--- src/verilog/reader_defs.svh ---
// Functional notes
// - Line A, and line B when the secondary channel is enabled, are captured in the same serial clock cycles, one shift channel each.
// - The frame output is active low; driving it low selects the converter.
// - A frame holds 16 bits by default or 14 bits when so configured.
// - The frame stays asserted across the whole word and one frame is issued per word.
// - Each result bit is sampled at the falling edge of the serial clock.
// - The falling busy line reports conversion complete and starts the read.
// - The transmit frame output is the converter chip select; one frame is one access.
// - The receive channels are framed by the same transmit frame signal.
// - On conversion complete a control word is sent, and its frame starts the read.
// - When the secondary channel is enabled, line B is read in parallel on the same port.
`ifndef READER_DEFS_SVH
`define READER_DEFS_SVH

// Register byte offsets
`define REG_CTRL 8'h00
`define REG_HALF 8'h04
`define REG_TXWORD 8'h08
`define REG_STATUS 8'h0c
`define REG_DATA 8'h10

// Control register fields
`define CTRL_EN 0
`define CTRL_WORD14 1
`define CTRL_SECEN 2
`define CTRL_RES14 3

// Status register fields
`define STAT_BUSY 0
`define STAT_PEND 1
`define STAT_ACTIVE 2
`define STAT_EMPTY 3
`define STAT_FULL 4

// Reset values
`define CTRL_RST 4'h5
`define TXWORD_RST 16'h0000

// Word and result lengths
`define WORD_LONG 5'h10
`define WORD_SHORT 5'h0e
`define RES_LONG 5'h0e
`define RES_SHORT 5'h0c

// Serial clock timing
`define SYS_PERIOD_NS 10
`define LINK_HALF_NS 60
`define HALF_CYC_DEF ((`LINK_HALF_NS + `SYS_PERIOD_NS - 1) / `SYS_PERIOD_NS)
`define HALF_CYC_MIN 8'h03

`define FIFO_DEPTH 16

`endif

--- src/verilog/reader_pkg.sv ---
package reader_pkg;

  typedef enum logic [1:0] {
    X_IDLE = 2'b00,
    X_HIGH = 2'b01,
    X_LOW = 2'b10,
    X_TAIL = 2'b11
  } xfer_e;

  typedef logic [7:0] apb_addr_t;

  typedef struct packed {
    xfer_e st;
    logic [7:0] div;
    logic [4:0] bitCnt;
    logic [15:0] shA;
    logic [15:0] shB;
    logic [15:0] tx;
    logic frameN;
    logic sclk;
    logic txd;
    logic pend;
    logic busyQ;
    logic en;
    logic word14;
    logic secEn;
    logic res14;
    logic [7:0] half;
    logic [15:0] ctrlWord;
    logic [31:0] rdata;
    logic rdy;
    logic err;
    logic popOk;
  } reader_s;

endpackage

--- src/verilog/pin_sync.sv ---
`timescale 1ns/1ps
`default_nettype none
module pin_sync #(
  parameter int W = 3
) (
  input wire logic sys_clk, // System clock
  input wire logic nrst, // Async reset, active low
  input wire logic [W-1:0] pinIn, // Asynchronous pins
  output logic [W-1:0] pinOut // Synchronised copy
);
  typedef struct packed {
    logic [W-1:0] s1;
    logic [W-1:0] s2;
  } sync_s;

  sync_s q;
  sync_s n;

  // First stage feeds only the second stage
  always_comb begin
    n.s1 = pinIn;
    n.s2 = q.s1;
  end

  always_ff @(posedge sys_clk or negedge nrst) begin
    if (!nrst) begin
      q <= '0;
    end else begin
      q <= n;
    end
  end

  assign pinOut = q.s2;
endmodule
`default_nettype wire

--- src/verilog/word_fifo.sv ---
`timescale 1ns/1ps
`default_nettype none
module word_fifo #(
  parameter int W = 32,
  parameter int DEPTH = 16
) (
  input wire logic sys_clk, // System clock
  input wire logic nrst, // Async reset, active low
  input wire logic inValid, // Write request
  output logic inReady, // Space available
  input wire logic [W-1:0] inData, // Write data
  output logic outValid, // Data available
  input wire logic outReady, // Read acknowledge
  output logic [W-1:0] outData // Head word
);
  localparam int AW = $clog2(DEPTH);
  localparam logic [AW:0] FULL = (AW+1)'(DEPTH);

  typedef struct packed {
    logic [DEPTH-1:0][W-1:0] mem;
    logic [AW-1:0] wr;
    logic [AW-1:0] rd;
    logic [AW:0] cnt;
  } fifo_s;

  fifo_s q;
  fifo_s n;
  logic doWr;
  logic doRd;

  // Pointers wrap at DEPTH so any depth works, not only powers of two
  always_comb begin
    n = q;
    doWr = inValid && (q.cnt != FULL);
    doRd = outReady && (q.cnt != '0);
    if (doWr) begin
      n.mem[q.wr] = inData;
      n.wr = (q.wr == AW'(DEPTH - 1)) ? '0 : q.wr + 1'b1;
    end
    if (doRd) begin
      n.rd = (q.rd == AW'(DEPTH - 1)) ? '0 : q.rd + 1'b1;
    end
    n.cnt = q.cnt + (AW+1)'(doWr) - (AW+1)'(doRd);
  end

  always_ff @(posedge sys_clk or negedge nrst) begin
    if (!nrst) begin
      q <= '0;
    end else begin
      q <= n;
    end
  end

  assign inReady = (q.cnt != FULL);
  assign outValid = (q.cnt != '0);
  assign outData = q.mem[q.rd];
endmodule
`default_nettype wire

--- src/verilog/host_serial_reader.sv ---
// Decided for this implementation: the register offsets and the APB interface to the registers.
`timescale 1ns/1ps
`default_nettype none
`include "reader_defs.svh"
module host_serial_reader #(
  parameter int DEPTH = `FIFO_DEPTH
) (
  input wire logic sys_clk, // System clock, 100 MHz
  input wire logic nrst, // Async reset, active low
  input wire reader_pkg::apb_addr_t paddr, // APB address
  input wire logic psel, // APB select
  input wire logic penable, // APB enable
  input wire logic pwrite, // APB direction
  input wire logic [31:0] pwdata, // APB write data
  output logic [31:0] prdata, // APB read data
  output logic pready, // APB ready
  output logic pslverr, // APB error, unmapped address
  input wire logic busyIn, // Converter busy line
  input wire logic resultLineA, // Converter result line A
  input wire logic resultLineB, // Converter result line B
  output logic transmitFrameSyncN, // Frame, also chip select
  output logic serialClk, // Generated serial clock
  output logic txData // Control word out
);
  import reader_pkg::*;

  // Control bits come out of reset from the one reset word
  localparam logic [3:0] CTRL_INIT = `CTRL_RST;

  reader_s q;
  reader_s n;
  logic [2:0] pinS;
  logic busyS;
  logic lineA;
  logic lineB;
  logic [7:0] halfEff;
  logic lastTick;
  logic [4:0] wordBits;
  logic [4:0] resBits;
  logic [4:0] trimShift;
  logic [15:0] resA;
  logic [15:0] resB;
  logic [31:0] pushData;
  logic pushValid;
  logic fifoInReady;
  logic fifoOutValid;
  logic [31:0] fifoOutData;
  logic popReq;
  logic setupRd;
  logic accWr;

  // Pins from the converter cross into sys_clk before use
  pin_sync #(.W(3)) u_sync (
    .sys_clk(sys_clk),
    .nrst(nrst),
    .pinIn({busyIn, resultLineB, resultLineA}),
    .pinOut(pinS)
  );
  assign busyS = pinS[2];
  assign lineB = pinS[1];
  assign lineA = pinS[0];

  // Clamp the half period: sync latency must stay below one half period
  assign halfEff = (q.half < `HALF_CYC_MIN) ? `HALF_CYC_MIN : q.half;
  assign lastTick = (q.div == halfEff - 8'h01);

  // Word length and trimming of filler bits
  assign wordBits = q.word14 ? `WORD_SHORT : `WORD_LONG;
  assign resBits = q.res14 ? `RES_LONG : `RES_SHORT;
  assign trimShift = (wordBits > resBits) ? wordBits - resBits : 5'h00;
  assign resA = q.shA >> trimShift;
  assign resB = q.shB >> trimShift;
  assign pushData = {resB, resA};
  assign pushValid = (q.st == X_TAIL) && lastTick;

  word_fifo #(.W(32), .DEPTH(DEPTH)) u_fifo (
    .sys_clk(sys_clk),
    .nrst(nrst),
    .inValid(pushValid),
    .inReady(fifoInReady),
    .inData(pushData),
    .outValid(fifoOutValid),
    .outReady(popReq),
    .outData(fifoOutData)
  );

  // APB phase decode
  assign setupRd = psel && !penable;
  assign accWr = psel && penable && q.rdy && pwrite;
  assign popReq = psel && penable && q.rdy && q.popOk;

  // Next state: frame sequencer, then register file, then busy edge
  always_comb begin
    n = q;
    n.busyQ = busyS;
    unique case (q.st)
      X_IDLE: begin
        // A frame starts only with room in the FIFO, so the push never drops
        if (q.pend && q.en && fifoInReady) begin
          n.pend = 1'b0;
          n.frameN = 1'b0;
          n.tx = q.ctrlWord;
          n.txd = q.ctrlWord[15];
          n.bitCnt = 5'h00;
          n.div = 8'h00;
          n.shA = 16'h0000;
          n.shB = 16'h0000;
          n.st = X_HIGH;
        end
      end
      X_HIGH: begin
        if (lastTick) begin
          n.div = 8'h00;
          n.sclk = 1'b0;
          // Sample line A, and line B when secEn is set, at the falling edge; device output is MSB first
          n.shA = {q.shA[14:0], lineA};
          n.shB = q.secEn ? {q.shB[14:0], lineB} : 16'h0000;
          n.bitCnt = q.bitCnt + 5'h01;
          n.tx = {q.tx[14:0], 1'b0};
          n.txd = q.tx[14];
          n.st = X_LOW;
        end else begin
          n.div = q.div + 8'h01;
        end
      end
      X_LOW: begin
        if (lastTick) begin
          n.div = 8'h00;
          n.sclk = 1'b1;
          n.st = (q.bitCnt == wordBits) ? X_TAIL : X_HIGH;
        end else begin
          n.div = q.div + 8'h01;
        end
      end
      X_TAIL: begin
        // Raising the frame floats the result lines at the converter
        if (lastTick) begin
          n.div = 8'h00;
          n.frameN = 1'b1;
          n.txd = 1'b0;
          n.st = X_IDLE;
        end else begin
          n.div = q.div + 8'h01;
        end
      end
    endcase

    // Register reads are captured in the setup cycle, so pready needs no wait
    n.rdy = setupRd;
    n.err = 1'b0;
    // Pop only after a setup that saw a word, so a push between the phases is kept
    n.popOk = setupRd && !pwrite && (paddr == `REG_DATA) && fifoOutValid;
    if (setupRd) begin
      n.rdata = 32'h00000000;
      unique case (paddr)
        `REG_CTRL: begin
          n.rdata[`CTRL_EN] = q.en;
          n.rdata[`CTRL_WORD14] = q.word14;
          n.rdata[`CTRL_SECEN] = q.secEn;
          n.rdata[`CTRL_RES14] = q.res14;
        end
        `REG_HALF: n.rdata[7:0] = q.half;
        `REG_TXWORD: n.rdata[15:0] = q.ctrlWord;
        `REG_STATUS: begin
          n.rdata[`STAT_BUSY] = busyS;
          n.rdata[`STAT_PEND] = q.pend;
          n.rdata[`STAT_ACTIVE] = (q.st != X_IDLE);
          n.rdata[`STAT_EMPTY] = !fifoOutValid;
          n.rdata[`STAT_FULL] = !fifoInReady;
        end
        `REG_DATA: n.rdata = fifoOutValid ? fifoOutData : 32'h00000000;
        default: n.err = 1'b1;
      endcase
    end
    if (accWr) begin
      unique case (paddr)
        `REG_CTRL: begin
          n.en = pwdata[`CTRL_EN];
          n.word14 = pwdata[`CTRL_WORD14];
          n.secEn = pwdata[`CTRL_SECEN];
          n.res14 = pwdata[`CTRL_RES14];
        end
        `REG_HALF: n.half = pwdata[7:0];
        `REG_TXWORD: n.ctrlWord = pwdata[15:0];
        default: ;
      endcase
    end

    // Busy falling edge marks a finished conversion; the set wins over the clear
    if (q.busyQ && !busyS) begin
      n.pend = 1'b1;
    end
  end

  always_ff @(posedge sys_clk or negedge nrst) begin
    if (!nrst) begin
      q <= '0;
      q.frameN <= 1'b1;
      q.sclk <= 1'b1;
      q.en <= CTRL_INIT[`CTRL_EN];
      q.word14 <= CTRL_INIT[`CTRL_WORD14];
      q.secEn <= CTRL_INIT[`CTRL_SECEN];
      q.res14 <= CTRL_INIT[`CTRL_RES14];
      q.half <= 8'(`HALF_CYC_DEF);
      q.ctrlWord <= `TXWORD_RST;
    end else begin
      q <= n;
    end
  end

  assign prdata = q.rdata;
  assign pready = q.rdy;
  assign pslverr = q.err;
  assign transmitFrameSyncN = q.frameN;
  assign serialClk = q.sclk;
  assign txData = q.txd;
endmodule
`default_nettype wire

--- config.mk ---
export PLATFORM = sky130hd
export DESIGN_NAME = host_serial_reader
export DESIGN_NICKNAME = d
export VERILOG_FILES = /design/src/verilog/reader_pkg.sv /design/src/verilog/pin_sync.sv /design/src/verilog/word_fifo.sv /design/src/verilog/host_serial_reader.sv
export VERILOG_INCLUDE_DIRS = /design/src /design/src/verilog
export SDC_FILE = /design/constraint.sdc
export NUM_CORES = 1
export LEC_CHECK = 0
export BUFFER_PORTS_ARGS = -buffer_cell sky130_fd_sc_hd__buf_2
export CAP_MARGIN = 20
export CORE_ASPECT_RATIO = 0.75
export CORE_MARGIN = 8
export CORE_UTILIZATION = 30
export CTS_BUF_LIST = sky130_fd_sc_hd__clkbuf_8
export DETAILED_ROUTE_END_ITERATION = 10
export PLACE_DENSITY_LB_ADDON = 0.05
export SETUP_SLACK_MARGIN = 0.5
export SLEW_MARGIN = 30
export SYNTH_ARGS = -nofsm -noshare
export SYNTH_HDL_FRONTEND = slang
export SYNTH_SLANG_ARGS = --single-unit
--- constraint.sdc ---
create_clock -name sys_clk -period 7.95 [get_ports sys_clk]
set_clock_uncertainty 0.1 [all_clocks]
set_input_delay 0.795 -clock sys_clk [delete_from_list [all_inputs] [get_ports sys_clk]]
set_output_delay 0.795 -clock sys_clk [all_outputs]
set_load 0.02 [all_outputs]
==> summary.md <==
| Metric | Value |
|---|---|
| Status | `finished, final reports clean` |
| Final setup fails | `0` |
| Post-CTS setup buffer count | `0` |
| # DRC | `0` |
| Max Slew Vio Count | `0` |
| Initial antenna violation count | `12` |
| GRT Util Overall | `19.4%` |
| Min cycle time layout | `4.40 ns` |
| Top cell family by delay on the critical path | `buffers and inverters` |
| DR WL met3 | `6.97 mm` |
| Commonest register cell after synthesis | `dfrtp_1` |
| Hold Path Class | `in -> reg` |
| Sink Count | `661` |
| IO Port Bufs | `68` |
| Relative max-transition margin | `31.3%` |
| H-tree depth | `3` |
| Setup CP Type | `reg -> reg` |
| Most frequent cells in the layout | `o21ai_0 (821), dfrtp_1 (651), o21ai_1 (288)` |
| Core Footprint | `103000 sq um` |
| Overall Power | `7110 uW` |
| Cell at the slowest stage of the critical path | `dfstp_2` |
| Post-synthesis instance total | `2812` |
| CP Launch Type | `register` |
| Hold Path Depth | `2` |
| Async S/R FF share, synth | `100%` |
| CTS tree | `built` |
| Die H | `294 um` |
| IO Pins | `85` |
| RSZ-0062 raised after global routing | `no` |
| Syn_nets | `2876` |
| Detail Placement HPWL | `59.7 mm` |
| WL/cell | `26.3 um` |
| Seq/Total Area, Yosys | `53.6%` |
| Peak supply drop | `0.000144 V` |
| Reg2Reg Depth | `12` |
| Vias | `23500` |
| # rows | `102` |
| Worst setup path startpoint | `q[53]$_DFFE_PN1P_` |
| Number of global-route vias before repair | `24200` |
| RePlAce Congestion | `0.737` |
| Vias/cell | `5.60` |
| Critical path buffer and inverter count | `3` |
| FILL cells | `10400` |
| Crit-path cells | `nor3_1, a21oi_1, ha_1, nand2b_1, o21ai_0, a22oi_2, o2111ai_4, buf_12, buf_12, buf_16, o21ai_0, o21ai_1` |
| Sequential cell area | `16600 sq um` |
| Distinct cells, synth | `67` |
| Total CTS buffers | `115` |
| Crit path max fanout | `217` |
| Setup TNS | `0 ns` |
| Final Hold Vio Count | `0` |
| Static Leak | `0.0142 uW` |
| Footprint of the multi-input gates | `12900 sq um` |
| First-pass DRT Iterations | `6` |
| Data arrival, critical path | `4.98 ns` |
| Max Clk Rate | `227 MHz` |
| Full die area | `114000 sq um` |
| Max-cap violations | `0` |
| Yosys warnings | `0` |
| CP Capture Type | `register` |
| Layout area overhead | `12.7%` |
| Post-route ant nets | `0` |
| Met2 wire len | `48.4 mm` |
| Root buf cell | `clkbuf_8` |
| Top sig layer | `met4` |
| FF-to-FF Start | `q[53]$_DFFE_PN1P_` |
| Placed instance count | `3983` |
| Part of the cycle the worst path needs | `55.4%` |
| Worst skew pair latency | `0.80 ns` |
| Share of cells above drive strength 1 | `20.3%` |
| Crit path largest cell delay | `0.64 ns` |
| Gr ovfl total | `0` |
| Metal-1 WL | `52.5 mm` |
| Slew @ Worst Pin | `1.02 ns` |
| Non-Filler Instances | `4204` |
| Seq cells post-synth | `661` |
| Largest net degree at the start of global routing | `261` |
| Worst Hold Launch | `pwdata[8]` |
| Gates resized, CTS repair | `0` |
| Layout Nets | `2821` |
| Mapped Avg Cell Area | `11.0 sq um` |
| Initial core utilization | `30.1%` |
| Clk buf depth | `3` |
| EDFF count, synth | `0` |
| First-pass GRT wire length | `166 mm` |
| Die Wd | `386 um` |
| Post-place setup slack | `3.55 ns` |
| Flop2flop setup slack | `3.55 ns` |
| Hold worst-path end | `q[43]$_DFFE_PN0P_` |
| Setup WS post-layout | `3.55 ns` |
| Post-Route WL | `110 mm` |
| Clock transition at path regs | `0.06 ns` |
| Critical path required time | `8.53 ns` |
| PwrDens | `204 nW/um^2` |
| Initial drt markers | `2466` |
| Reg2reg end | `u_fifo.q[32]$_DFFE_PN0P_` |
| Netlist Area Pre-Place | `30900 sq um` |
| Commonest non-fill, non-tap cell in the layout | `o21ai_0` |
registers in the layout, indices dropped and copies added, names as in the netlist:
| signal | flops |
|---|---|
| u_fifo.q | 525 |
| q | 93 |
| prdata | 32 |
| u_sync.n | 3 |
| u_sync.pinOut | 3 |
| pready | 1 |
| pslverr | 1 |
| serialClk | 1 |
| transmitFrameSyncN | 1 |
| txData | 1 |
synth_stat cells, types with 18 or more instances:
| master | n | share of area [%] |
|---|---|---|
| mux2_2 | 48 | 1.8 |
| nand2_1 | 63 | 0.77 |
| a211oi_1 | 27 | 0.66 |
| mux2i_1 | 45 | 1.5 |
| nand3_1 | 44 | 0.71 |
| buf_1 | 19 | 0.23 |
| buf_4 | 42 | 1.0 |
| a21oi_1 | 30 | 0.49 |
| mux4_2 | 148 | 11 |
| buf_2 | 61 | 0.99 |
| nand2b_1 | 18 | 0.36 |
| o21ai_1 | 287 | 4.7 |
| dfrtp_1 | 655 | 53 |
| nor2_1 | 22 | 0.27 |
| nor2b_1 | 26 | 0.53 |
| o211ai_1 | 33 | 0.80 |
| inv_1 | 53 | 0.64 |
| o21ai_0 | 825 | 13 |
| clkbuf_1 | 200 | 2.4 |
cell families after synthesis:
family,share of synthesized area (%)
XOR/XNOR,0.369
multiplexers,14.0
adder cells (fa/ha/maj),0.673
AO/OA/AOI/OAI,21.4
buffers and inverters,5.37
AND/OR/NAND/NOR,4.58
flip-flops,53.6
worst max path at each step:
stage | endpoint | slack, ns | cells past startpoint
after global placement | u_fifo.q[4]$_DFF_PN0_ | 3.47 | 17
final | u_fifo.q[32]$_DFFE_PN0P_ | 3.55 | 12
after global routing | u_fifo.q[4]$_DFF_PN0_ | 3.14 | 17
after floorplan | u_fifo.q[4]$_DFF_PN0_ | 4.20 | 19
after detailed placement | u_fifo.q[4]$_DFF_PN0_ | 3.55 | 17
after CTS | u_fifo.q[4]$_DFF_PN0_ | 3.56 | 17
final cells by class:
cell class | count | area share [%]
Sequential cell | 661 | 47.6
Multi-Input combinational cell | 1774 | 37.2
Clock buffer | 137 | 5.42
Tap cell | 1352 | 4.86
Timing Repair Buffer | 151 | 3.36
Clock inverter | 69 | 0.917
Inverter | 54 | 0.583
Antenna cell | 6 | 0.0432
per-stage QoR:
| stage | area, sq um | utilization, % | hold slack [ns] |
|---|---|---|---|
| floorplan | 30900 | - | 0.231 |
| global placement | 32300 | 31.5 | 0.245 |
| detailed placement | 32400 | 31.6 | 0.242 |
| CTS | 34600 | 33.8 | 0.0366 |
| global route | 34800 | 33.9 | 0.0635 |
| finish | 34800 | 33.9 | 0.130 |
what timing repair did:
item | in CTS | in global routing
setup endpoints to repair | 0 | 0
endpoints found under the hold margin | 52 | 0
hold buffers | 5 | 0
where the power goes:
| part | total [uW] | internal, uW | switching [uW] |
|---|---|---|---|
| logic | 577 | 133 | 444 |
| registers | 3470 | 3420 | 51.6 |
| clock network | 3070 | 1580 | 1490 |
| total | 7110 | 5130 | 1980 |
layer usage:
metal / track usage [%] / up-vias
met3: 4.23 / 200
met2: 28.8 / 788
li1: - / 10200
met5: 0 / -
met1: 28.7 / 12400
met4: 4.90 / 0
(Power assumes the default switching activity.)
